===== config.mk =====
export PLATFORM = sky130hd
export DESIGN_NAME = battery_backup_switch_control
export DESIGN_NICKNAME = d
export VERILOG_FILES = /design/src/design/battery_switch_pkg.sv /design/src/design/battery_backup_switch_control.sv /design/src/design/interval_counter.sv
export SDC_FILE = /design/constraint.sdc
export NUM_CORES = 1
export LEC_CHECK = 0
export BUFFER_PORTS_ARGS = -buffer_cell sky130_fd_sc_hd__clkbuf_2
export CELL_PAD_IN_SITES_DETAIL_PLACEMENT = 1
export CELL_PAD_IN_SITES_GLOBAL_PLACEMENT = 1
export CORE_MARGIN = 5
export CORE_UTILIZATION = 41
export CTS_BUF_LIST = sky130_fd_sc_hd__clkbuf_8
export DETAILED_ROUTE_END_ITERATION = 12
export PLACE_DENSITY = 0.72
export SLEW_MARGIN = 0
export SYNTH_ARGS = -nofsm -noshare
export SYNTH_HDL_FRONTEND = slang
export SYNTH_SLANG_ARGS = --single-unit

===== constraint.sdc =====
create_clock -name ref_clk -period 5.9 [get_ports ref_clk]
set_input_delay 0.59 -clock ref_clk [delete_from_list [all_inputs] [get_ports ref_clk]]
set_output_delay 0.59 -clock ref_clk [all_outputs]
set_load 0.01 [all_outputs]

===== src/design/battery_switch_pkg.sv =====
/*
 * Constants, types and timing figures shared by the battery backup
 * switchover controller and its interval counter.
 * Assumes a single 100 MHz reference clock and analog comparators outside.
 */
// Summary of operation
// - Gate enable 1 blocks bus below reset
// - Gate enable 0 keeps bus, charge off
// - Setting gate below reset locks bus immediately
// - Normal mode watches switchover, enters backup
// - Supply switch opens periodically for measurement
// - Open time per sample-time field, 2ms after return
// - Backup mode polls supply every 31.25 ms
// - Battery detectors once per second, switches open
// - Charge enable 0 keeps charge switch open
// - Charge switch follows full and low detectors
// - Full level select codes, 11 means off
// - Full flag reflects last second's detection
// - Sticky low flag, host clears by zero
// - Low detect scope set by detect enable
// - No low detection in backup mode
// - Stop bit suspends backup supply polling
// - Charge enable 1 gives automatic switch control
// - Backup mode turns bus and clock output off
package battery_switch_pkg;

	localparam int CLK_PERIOD_NS    = 10;
	localparam int T_OFF_2MS_NS     = 2_000_000;
	localparam int T_OFF_16MS_NS    = 16_000_000;
	localparam int T_OFF_128MS_NS   = 128_000_000;
	localparam int T_OFF_256MS_NS   = 256_000_000;
	localparam int T_BACKUP_POLL_NS = 31_250_000;
	localparam int T_BAT_POLL_NS    = 1_000_000_000;
	// Comparator settle plus two synchroniser stages
	localparam int T_DET_WINDOW_NS  = 40;
	localparam int CNT_W            = 32;
	localparam logic [CNT_W-1:0] DET_WINDOW_CYC =
		CNT_W'(T_DET_WINDOW_NS / CLK_PERIOD_NS);

	localparam logic [1:0] SMP_2MS   = 2'h0;
	localparam logic [1:0] SMP_16MS  = 2'h1;
	localparam logic [1:0] SMP_128MS = 2'h2;
	localparam logic [1:0] SMP_256MS = 2'h3;

	localparam logic [1:0] FULL_3V02 = 2'h0;
	localparam logic [1:0] FULL_3V08 = 2'h1;
	localparam logic [1:0] FULL_2V92 = 2'h2;
	localparam logic [1:0] FULL_OFF  = 2'h3;

	typedef struct packed {
		logic [1:0] sample_time_sel;
		logic       charge_enable;
		logic       interface_gate_enable;
		logic       battery_low_detect_enable;
		logic       stop;
		logic [1:0] full_level_sel;
	} ctrl_s;

	localparam ctrl_s CTRL_RESET = '{
		sample_time_sel:           SMP_2MS,
		charge_enable:             1'b0,
		interface_gate_enable:     1'b0,
		battery_low_detect_enable: 1'b0,
		stop:                      1'b0,
		full_level_sel:            FULL_3V02
	};

	// Comparator results, asynchronous to ref_clk
	typedef struct packed {
		logic below_reset;
		logic below_switchover;
		logic above_full;
		logic below_low;
	} det_s;

	localparam int DET_W = $bits(det_s);

	typedef enum logic [1:0] {
		ST_NORMAL,
		ST_SAMPLE,
		ST_BACKUP,
		ST_BACKUP_CHECK
	} mode_e;

endpackage


===== src/design/battery_backup_switch_control.sv =====
/*
 * Battery backup switchover control: mode sequencing, switch control,
 * detector scheduling, battery flags and bus/clock-output gating.
 * Assumes comparators and pads outside; control writes come from the
 * bus slave on ref_clk and are only honoured while the bus is enabled.
 */
`timescale 1ns/100ps
module battery_backup_switch_control
	import battery_switch_pkg::*;
#(
	parameter int OFF_2MS_CYC     = T_OFF_2MS_NS / CLK_PERIOD_NS,
	parameter int OFF_16MS_CYC    = T_OFF_16MS_NS / CLK_PERIOD_NS,
	parameter int OFF_128MS_CYC   = T_OFF_128MS_NS / CLK_PERIOD_NS,
	parameter int OFF_256MS_CYC   = T_OFF_256MS_NS / CLK_PERIOD_NS,
	parameter int BACKUP_POLL_CYC = T_BACKUP_POLL_NS / CLK_PERIOD_NS,
	parameter int BAT_POLL_CYC    = T_BAT_POLL_NS / CLK_PERIOD_NS
)(
	input  wire logic       ref_clk,
	input  wire logic       rst,
	input  wire det_s       det_async,
	input  wire logic       ctrl_wr,
	input  wire ctrl_s      ctrl_wdata,
	input  wire logic       low_flag_wr,
	input  wire logic       low_flag_wdata,
	output ctrl_s           ctrl_q,
	output logic            battery_full_flag,
	output logic            battery_low_flag,
	output logic            i2c_enable,
	output logic            clock_output_enable,
	output logic            supply_switch_on,
	output logic            charge_switch_on,
	output logic            backup_mode,
	output logic            reset_detect_enable,
	output logic            supply_detect_enable,
	output logic            battery_detect_enable,
	output logic [1:0]      full_level_code
);

	det_s             det_meta;
	det_s             det;
	mode_e            state;
	mode_e            next_state;
	logic             gate_ever_set;
	logic             returned;
	logic             bat_low_now;
	logic             charge_active;
	logic             charging;
	logic             low_allowed;
	logic             sample_done;
	logic             per_load;
	logic [CNT_W-1:0] per_value;
	logic [CNT_W-1:0] per_count;
	logic             per_exp;
	logic             per_idle;
	logic             win_load;
	logic [CNT_W-1:0] win_value;
	logic [CNT_W-1:0] win_count;
	logic             win_exp;
	logic             next_backup;

	function automatic logic [CNT_W-1:0] off_time(
		input logic [1:0] sel,
		input logic       after_return
	);
		logic [CNT_W-1:0] t;
		t = CNT_W'(OFF_2MS_CYC);
		if (!after_return)
		begin
			case (sel)
				SMP_16MS:  t = CNT_W'(OFF_16MS_CYC);
				SMP_128MS: t = CNT_W'(OFF_128MS_CYC);
				SMP_256MS: t = CNT_W'(OFF_256MS_CYC);
				default:   t = CNT_W'(OFF_2MS_CYC);
			endcase
		end
		return t;
	endfunction

	// Two-stage synchroniser per comparator bit
	genvar gi;
	generate
		for (gi = 0; gi < DET_W; gi++)
		begin : g_sync
			always_ff @(posedge ref_clk)
			begin
				if (rst)
				begin
					det_meta[gi] <= 1'b0;
					det[gi]      <= 1'b0;
				end
				else
				begin
					det_meta[gi] <= det_async[gi];
					det[gi]      <= det_meta[gi];
				end
			end
		end
	endgenerate

	// Bus gating; writes are refused while the bus is off
	assign backup_mode = (state == ST_BACKUP) ||
		(state == ST_BACKUP_CHECK);
	assign i2c_enable = !backup_mode &&
		!(ctrl_q.interface_gate_enable && det.below_reset);
	assign clock_output_enable = i2c_enable;

	always_ff @(posedge ref_clk)
	begin
		if (rst)
			ctrl_q <= CTRL_RESET;
		else if (ctrl_wr && i2c_enable)
			ctrl_q <= ctrl_wdata;
	end

	// Switching misbehaves until the gate has been set once; held off
	always_ff @(posedge ref_clk)
	begin
		if (rst)
			gate_ever_set <= 1'b0;
		else if (ctrl_q.interface_gate_enable)
			gate_ever_set <= 1'b1;
	end

	assign charge_active = ctrl_q.interface_gate_enable &&
		ctrl_q.charge_enable;
	assign charging = charge_active && !battery_full_flag;
	assign low_allowed = gate_ever_set && !backup_mode &&
		(ctrl_q.battery_low_detect_enable || charging);

	always_comb
	begin
		next_state = state;
		case (state)
			ST_NORMAL:
				if (gate_ever_set && det.below_switchover)
					next_state = ST_BACKUP;
				else if (per_exp)
					next_state = ST_SAMPLE;
			ST_SAMPLE:
				if (gate_ever_set && det.below_switchover)
					next_state = ST_BACKUP;
				else if (win_exp)
					next_state = ST_NORMAL;
			ST_BACKUP:
				if (per_exp && !ctrl_q.stop)
					next_state = ST_BACKUP_CHECK;
			ST_BACKUP_CHECK:
				if (win_exp)
					next_state = det.below_switchover ?
						ST_BACKUP : ST_NORMAL;
			default:
				next_state = ST_NORMAL;
		endcase
	end

	always_ff @(posedge ref_clk)
	begin
		if (rst)
			state <= ST_NORMAL;
		else
			state <= next_state;
	end

	// Short open time holds until supply clears the reset threshold
	always_ff @(posedge ref_clk)
	begin
		if (rst)
			returned <= 1'b0;
		else if (state == ST_BACKUP_CHECK && next_state == ST_NORMAL)
			returned <= 1'b1;
		else if (!backup_mode && !det.below_reset)
			returned <= 1'b0;
	end

	// Poll period: 1 s in normal mode, 31.25 ms in backup
	assign next_backup = (next_state == ST_BACKUP) ||
		(next_state == ST_BACKUP_CHECK);
	assign per_load = per_exp || per_idle || (next_backup != backup_mode);
	assign per_value = next_backup ? CNT_W'(BACKUP_POLL_CYC)
		: CNT_W'(BAT_POLL_CYC);

	interval_counter #(
		.W          (CNT_W)
	) u_period (
		.ref_clk    (ref_clk),
		.rst        (rst),
		.load       (per_load),
		.load_value (per_value),
		.count      (per_count),
		.expired    (per_exp),
		.idle       (per_idle)
	);

	assign win_load = (next_state != state) &&
		(next_state == ST_SAMPLE || next_state == ST_BACKUP_CHECK);
	assign win_value = (next_state == ST_SAMPLE) ?
		off_time(ctrl_q.sample_time_sel, returned)
		: DET_WINDOW_CYC;

	interval_counter #(
		.W          (CNT_W)
	) u_window (
		.ref_clk    (ref_clk),
		.rst        (rst),
		.load       (win_load),
		.load_value (win_value),
		.count      (win_count),
		.expired    (win_exp),
		.idle       ()
	);

	// A sample cut short by backup entry gives no result
	assign sample_done = (state == ST_SAMPLE) && (next_state == ST_NORMAL);

	always_ff @(posedge ref_clk)
	begin
		if (rst)
		begin
			battery_full_flag <= 1'b0;
			bat_low_now       <= 1'b0;
		end
		else if (sample_done)
		begin
			battery_full_flag <= (ctrl_q.full_level_sel != FULL_OFF) &&
				det.above_full;
			bat_low_now <= det.below_low;
		end
	end

	// Detection set wins over a clearing write in the same cycle
	always_ff @(posedge ref_clk)
	begin
		if (rst)
			battery_low_flag <= 1'b0;
		else if (sample_done && low_allowed && det.below_low)
			battery_low_flag <= 1'b1;
		else if (low_flag_wr && !low_flag_wdata && i2c_enable)
			battery_low_flag <= 1'b0;
	end

	// Both switches open while sampling; charge only when permitted
	assign supply_switch_on = (state == ST_NORMAL);
	assign charge_switch_on = (state == ST_NORMAL) && charging &&
		!bat_low_now;
	assign reset_detect_enable   = !backup_mode;
	assign supply_detect_enable  = (state != ST_BACKUP);
	assign battery_detect_enable = (state == ST_SAMPLE);
	assign full_level_code       = ctrl_q.full_level_sel;
endmodule


===== src/design/interval_counter.sv =====
/*
 * Loadable down counter used for poll periods and sample windows.
 * Assumes load and load_value come from logic on ref_clk.
 */
`timescale 1ns/100ps
module interval_counter
	import battery_switch_pkg::*;
#(
	parameter int W = CNT_W
)(
	input  wire logic         ref_clk,
	input  wire logic         rst,
	input  wire logic         load,
	input  wire logic [W-1:0] load_value,
	output logic      [W-1:0] count,
	output logic              expired,
	output logic              idle
);

	localparam logic [W-1:0] ONE = W'(1);

	always_ff @(posedge ref_clk)
	begin
		if (rst)
			count <= '0;
		else if (load)
			count <= load_value;
		else if (count != '0)
			count <= count - ONE;
	end

	// Expiry flags the last cycle of the interval
	assign expired = (count == ONE);
	assign idle    = (count == '0);

endmodule


==> key figures <==
Detailed routing
  – Routed wire length per instance: 16.3 um
  – Antenna-violating nets left: 0
  – Vias: 3577
  – Vias per cell: 5.40
  – Router iterations before antenna repair: 4
  – Drt total wl: ~11000 um
  – Initial DRC count: 198
  – Drt drc: 0

Placed design
  – Setup WS pre-CTS: 2960 ps
  – Post-DP HPWL: between 7000 and 8000 um
  – I/O Buffers: 36
  – Dpl cell area: 4500 um2
  – Routability cong.: ~0.77

CTS
  – Deepest clock path buffer count: 2
  – CTS tree: built
  – Inserted Clock Buffers: 9
  – Hold buffer count at CTS: 0
  – Clock sink total: a little under 90
  – Worst skew pair latency: 360 ps
  – Post-cts resize count: 0
  – # Post-CTS Setup Buffers: 0
  – Clock transition at path regs: approximately 90 ps
  – CTS Root Cell: clkbuf_8
  – Max H-tree Level: 3

Job
  – Max cap viols: 0

Die
  – Core area: 10200 um2
  – # IOs: 37
  – Die area: 12500 um2
  – Row count: 37
  – Die width: 112 um
  – Die height: between 100 and 150 um
  – Initial Utilization: 41.5%

GRT
  – Vias in the first global route: 3832
  – First-pass GRT wire length: 18700 um
  – Initial antenna violation count: 0
  – Remaining Overflow, GRT: 0
  – GRT Util Overall: 18.0%
  – Largest net degree at the start of global routing: 42

Min path
  – Hold wc startpoint: det_async[0]
  – Worst Hold End: det_meta[0]
  – Hold Path Depth: 2
  – Hold WC Path Type: primary input to flip-flop

STA
  – Slew Limit Fails: 0
  – RSZ-0062 raised after global routing: false
  – Worst slew margin: between 30% and 40%
  – Hold Fails Final Rpt: 0
  – Worst setup margin: 2960 ps
  – Setup violations, final: 0
  – Tcrit/Tclk final: 49.8%
  – Worst-Margin Slew: roughly 920 ps
  – Final setup TNS: 0 ps
  – Worst Skew: 7.55 ps
  – FMAX: 0.341 GHz
  – Final min period: 2940 ps

Setup path
  – Worst path required time: 6120 ps
  – Crit path capture type: flip-flop
  – Critical path launch point type: flip-flop
  – R2r setup slk: 2960 ps
  – Worst r2r src: u_window.count[2]
  – CP max FO: 20
  – Arrival time worst endpoint: roughly 3200 ps
  – Crit-path max cell delay: roughly 750 ps
  – Crit-path slowest cell: nand2b_1
  – Worst reg2reg path depth: 6
  – Cells along the critical path: nor4_2 > and4_1 > nand3_1 > and3b_1 > nand2b_1 > nor2_1
  – Reg-to-Reg End: u_period.count[6]
  – Crit Path Category: flip-flop to flip-flop

Synthesis
  – Netlist cell types: 50
  – Yosys warns: 0
  – Ys flop type: dfxtp_1
  – Gate Count Post-Synth: 495
  – Sequential-to-total area share from yosys stat: 41.0%
  – Count of flip-flops with a built-in enable after synthesis: 0
  – Post-Syn Nets: 524
  – Yosys reg bits: 87
  – Post-Synthesis Mean Instance Area: between 8 and 9 um2
  – Synth Cell Area: 4250 um2
  – Synth async-reset ratio: 0%

Run status
  – Status: finished, final reports clean

Finish
  – Fin nets: 550
  – Most common cell after layout, fill and taps aside: dfxtp_1
  – Area grow syn2layout: 10.6%
  – Most frequent cells in the layout: dfxtp_1 (87), nor2_1 (57), nand2_1 (42)
  – Final instance area: 4690 um2
  – Share of cells above drive strength 1: 13.9%
  – Diodes inserted: 0

Power
  – LEAKAGE: 1.82 nW
  – Tot Pwr: 2.93 mW
  – Power Dens Cells: 625 nW/um2
  – Worst VDD drop: 0.262 mV
through the flow:
| step | util (%) | hold slack (ps) | std cells |
|---|---|---|---|
| 6_report | 45.9 | 434 | 662 |
| 5_1_grt | 45.9 | 436 | 662 |
| 4_1_cts | 45.9 | 421 | 662 |
| 3_5_place_dp | 44.0 | 425 | 646 |
| 3_3_place_gp | 44.0 | 418 | 646 |
| 2_1_floorplan | - | 414 | 495 |
power by group:
group | switching (mW) | total (mW) | leakage, nW | internal [mW]
sequential | 0.214 | 1.00 | 0.712 | 0.789
combinational | 0.898 | 1.50 | 1.01 | 0.605
clock | 0.230 | 0.427 | 0.0956 | 0.196
total | 1.34 | 2.93 | 1.82 | 1.59
flip-flops by register name (all words and copies together) (netlist names):
name,cells
returned,1
det,4
battery_low_flag,1
u_period.count,32
battery_full_flag,1
gate_ever_set,1
u_window.count,32
ctrl_q,6
full_level_code,2
bat_low_now,1
det_meta,4
state,2
critical path, delay by kind of cell, from the launching register on:
family | cells | cell delay (ps)
AND/OR/NAND/NOR | 6 | 2430
flip-flops | 1 | 360
final cells by class:
class	instances	area, um2
Inverter	10	37.5
Sequential cell	87	1740
Clock buffer	9	124
Fill cell	1246	5540
Multi-Input combinational cell	376	2360
Timing Repair Buffer	37	188
Tap cell	136	170
Clock inverter	7	72.6
per-layer routing:
metal	up-vias	wire, um	GRT usage (%)
li1	1795	-	-
met1	1720	5270	23.9
met2	55	5010	29.9
met3	7	403	3.97
met4	0	94	4.54
met5	-	0	0
how the worst max path moves through the flow:
stage / start / end / slack, ps
after detailed placement: u_window.count[12] / u_period.count[25] / 2960
final: u_window.count[2] / u_period.count[6] / 2960
after global routing: u_window.count[2] / u_period.count[6] / 2670
after global placement: u_window.count[2] / u_period.count[12] / 3070
after CTS: u_window.count[2] / u_period.count[6] / 2930
after floorplan: u_period.count[8] / u_period.count[20] / 3700
Yosys cell counts, types with 5 or more instances:
master	n	area share, %
xnor2_1	24	5.0
nand4_1	8	1.2
nor4_1	17	2.5
inv_1	10	0.88
nand3_1	27	3.2
nand2_1	42	3.7
nand2b_1	5	0.74
or3_1	6	0.88
nand3b_1	8	1.4
nor2b_1	9	1.3
nor4_2	6	1.8
clkbuf_1	11	0.97
nor2_1	57	5.0
nor3_1	14	1.7
ha_1	12	3.5
or4_1	9	1.6
o21ai_2	6	1.2
dfxtp_1	87	41
xor2_1	29	6.0
a21oi_1	41	4.8
o21ai_0	10	1.2
logic make-up (layout without fill, tap and decap cells):
family                   Yosys count  after routing  share of synthesized area (%)
AO/OA/AOI/OAI                     78             78                           11.1
XOR/XNOR                          53             53                           10.9
buffers and inverters             32             63                           3.39
adder cells (fa/ha/maj)           12             12                           3.54
flip-flops                        87             87                           41.0
multiplexers                       1              1                          0.265
AND/OR/NAND/NOR                  232            232                           29.8
(Power assumes the default switching activity.)
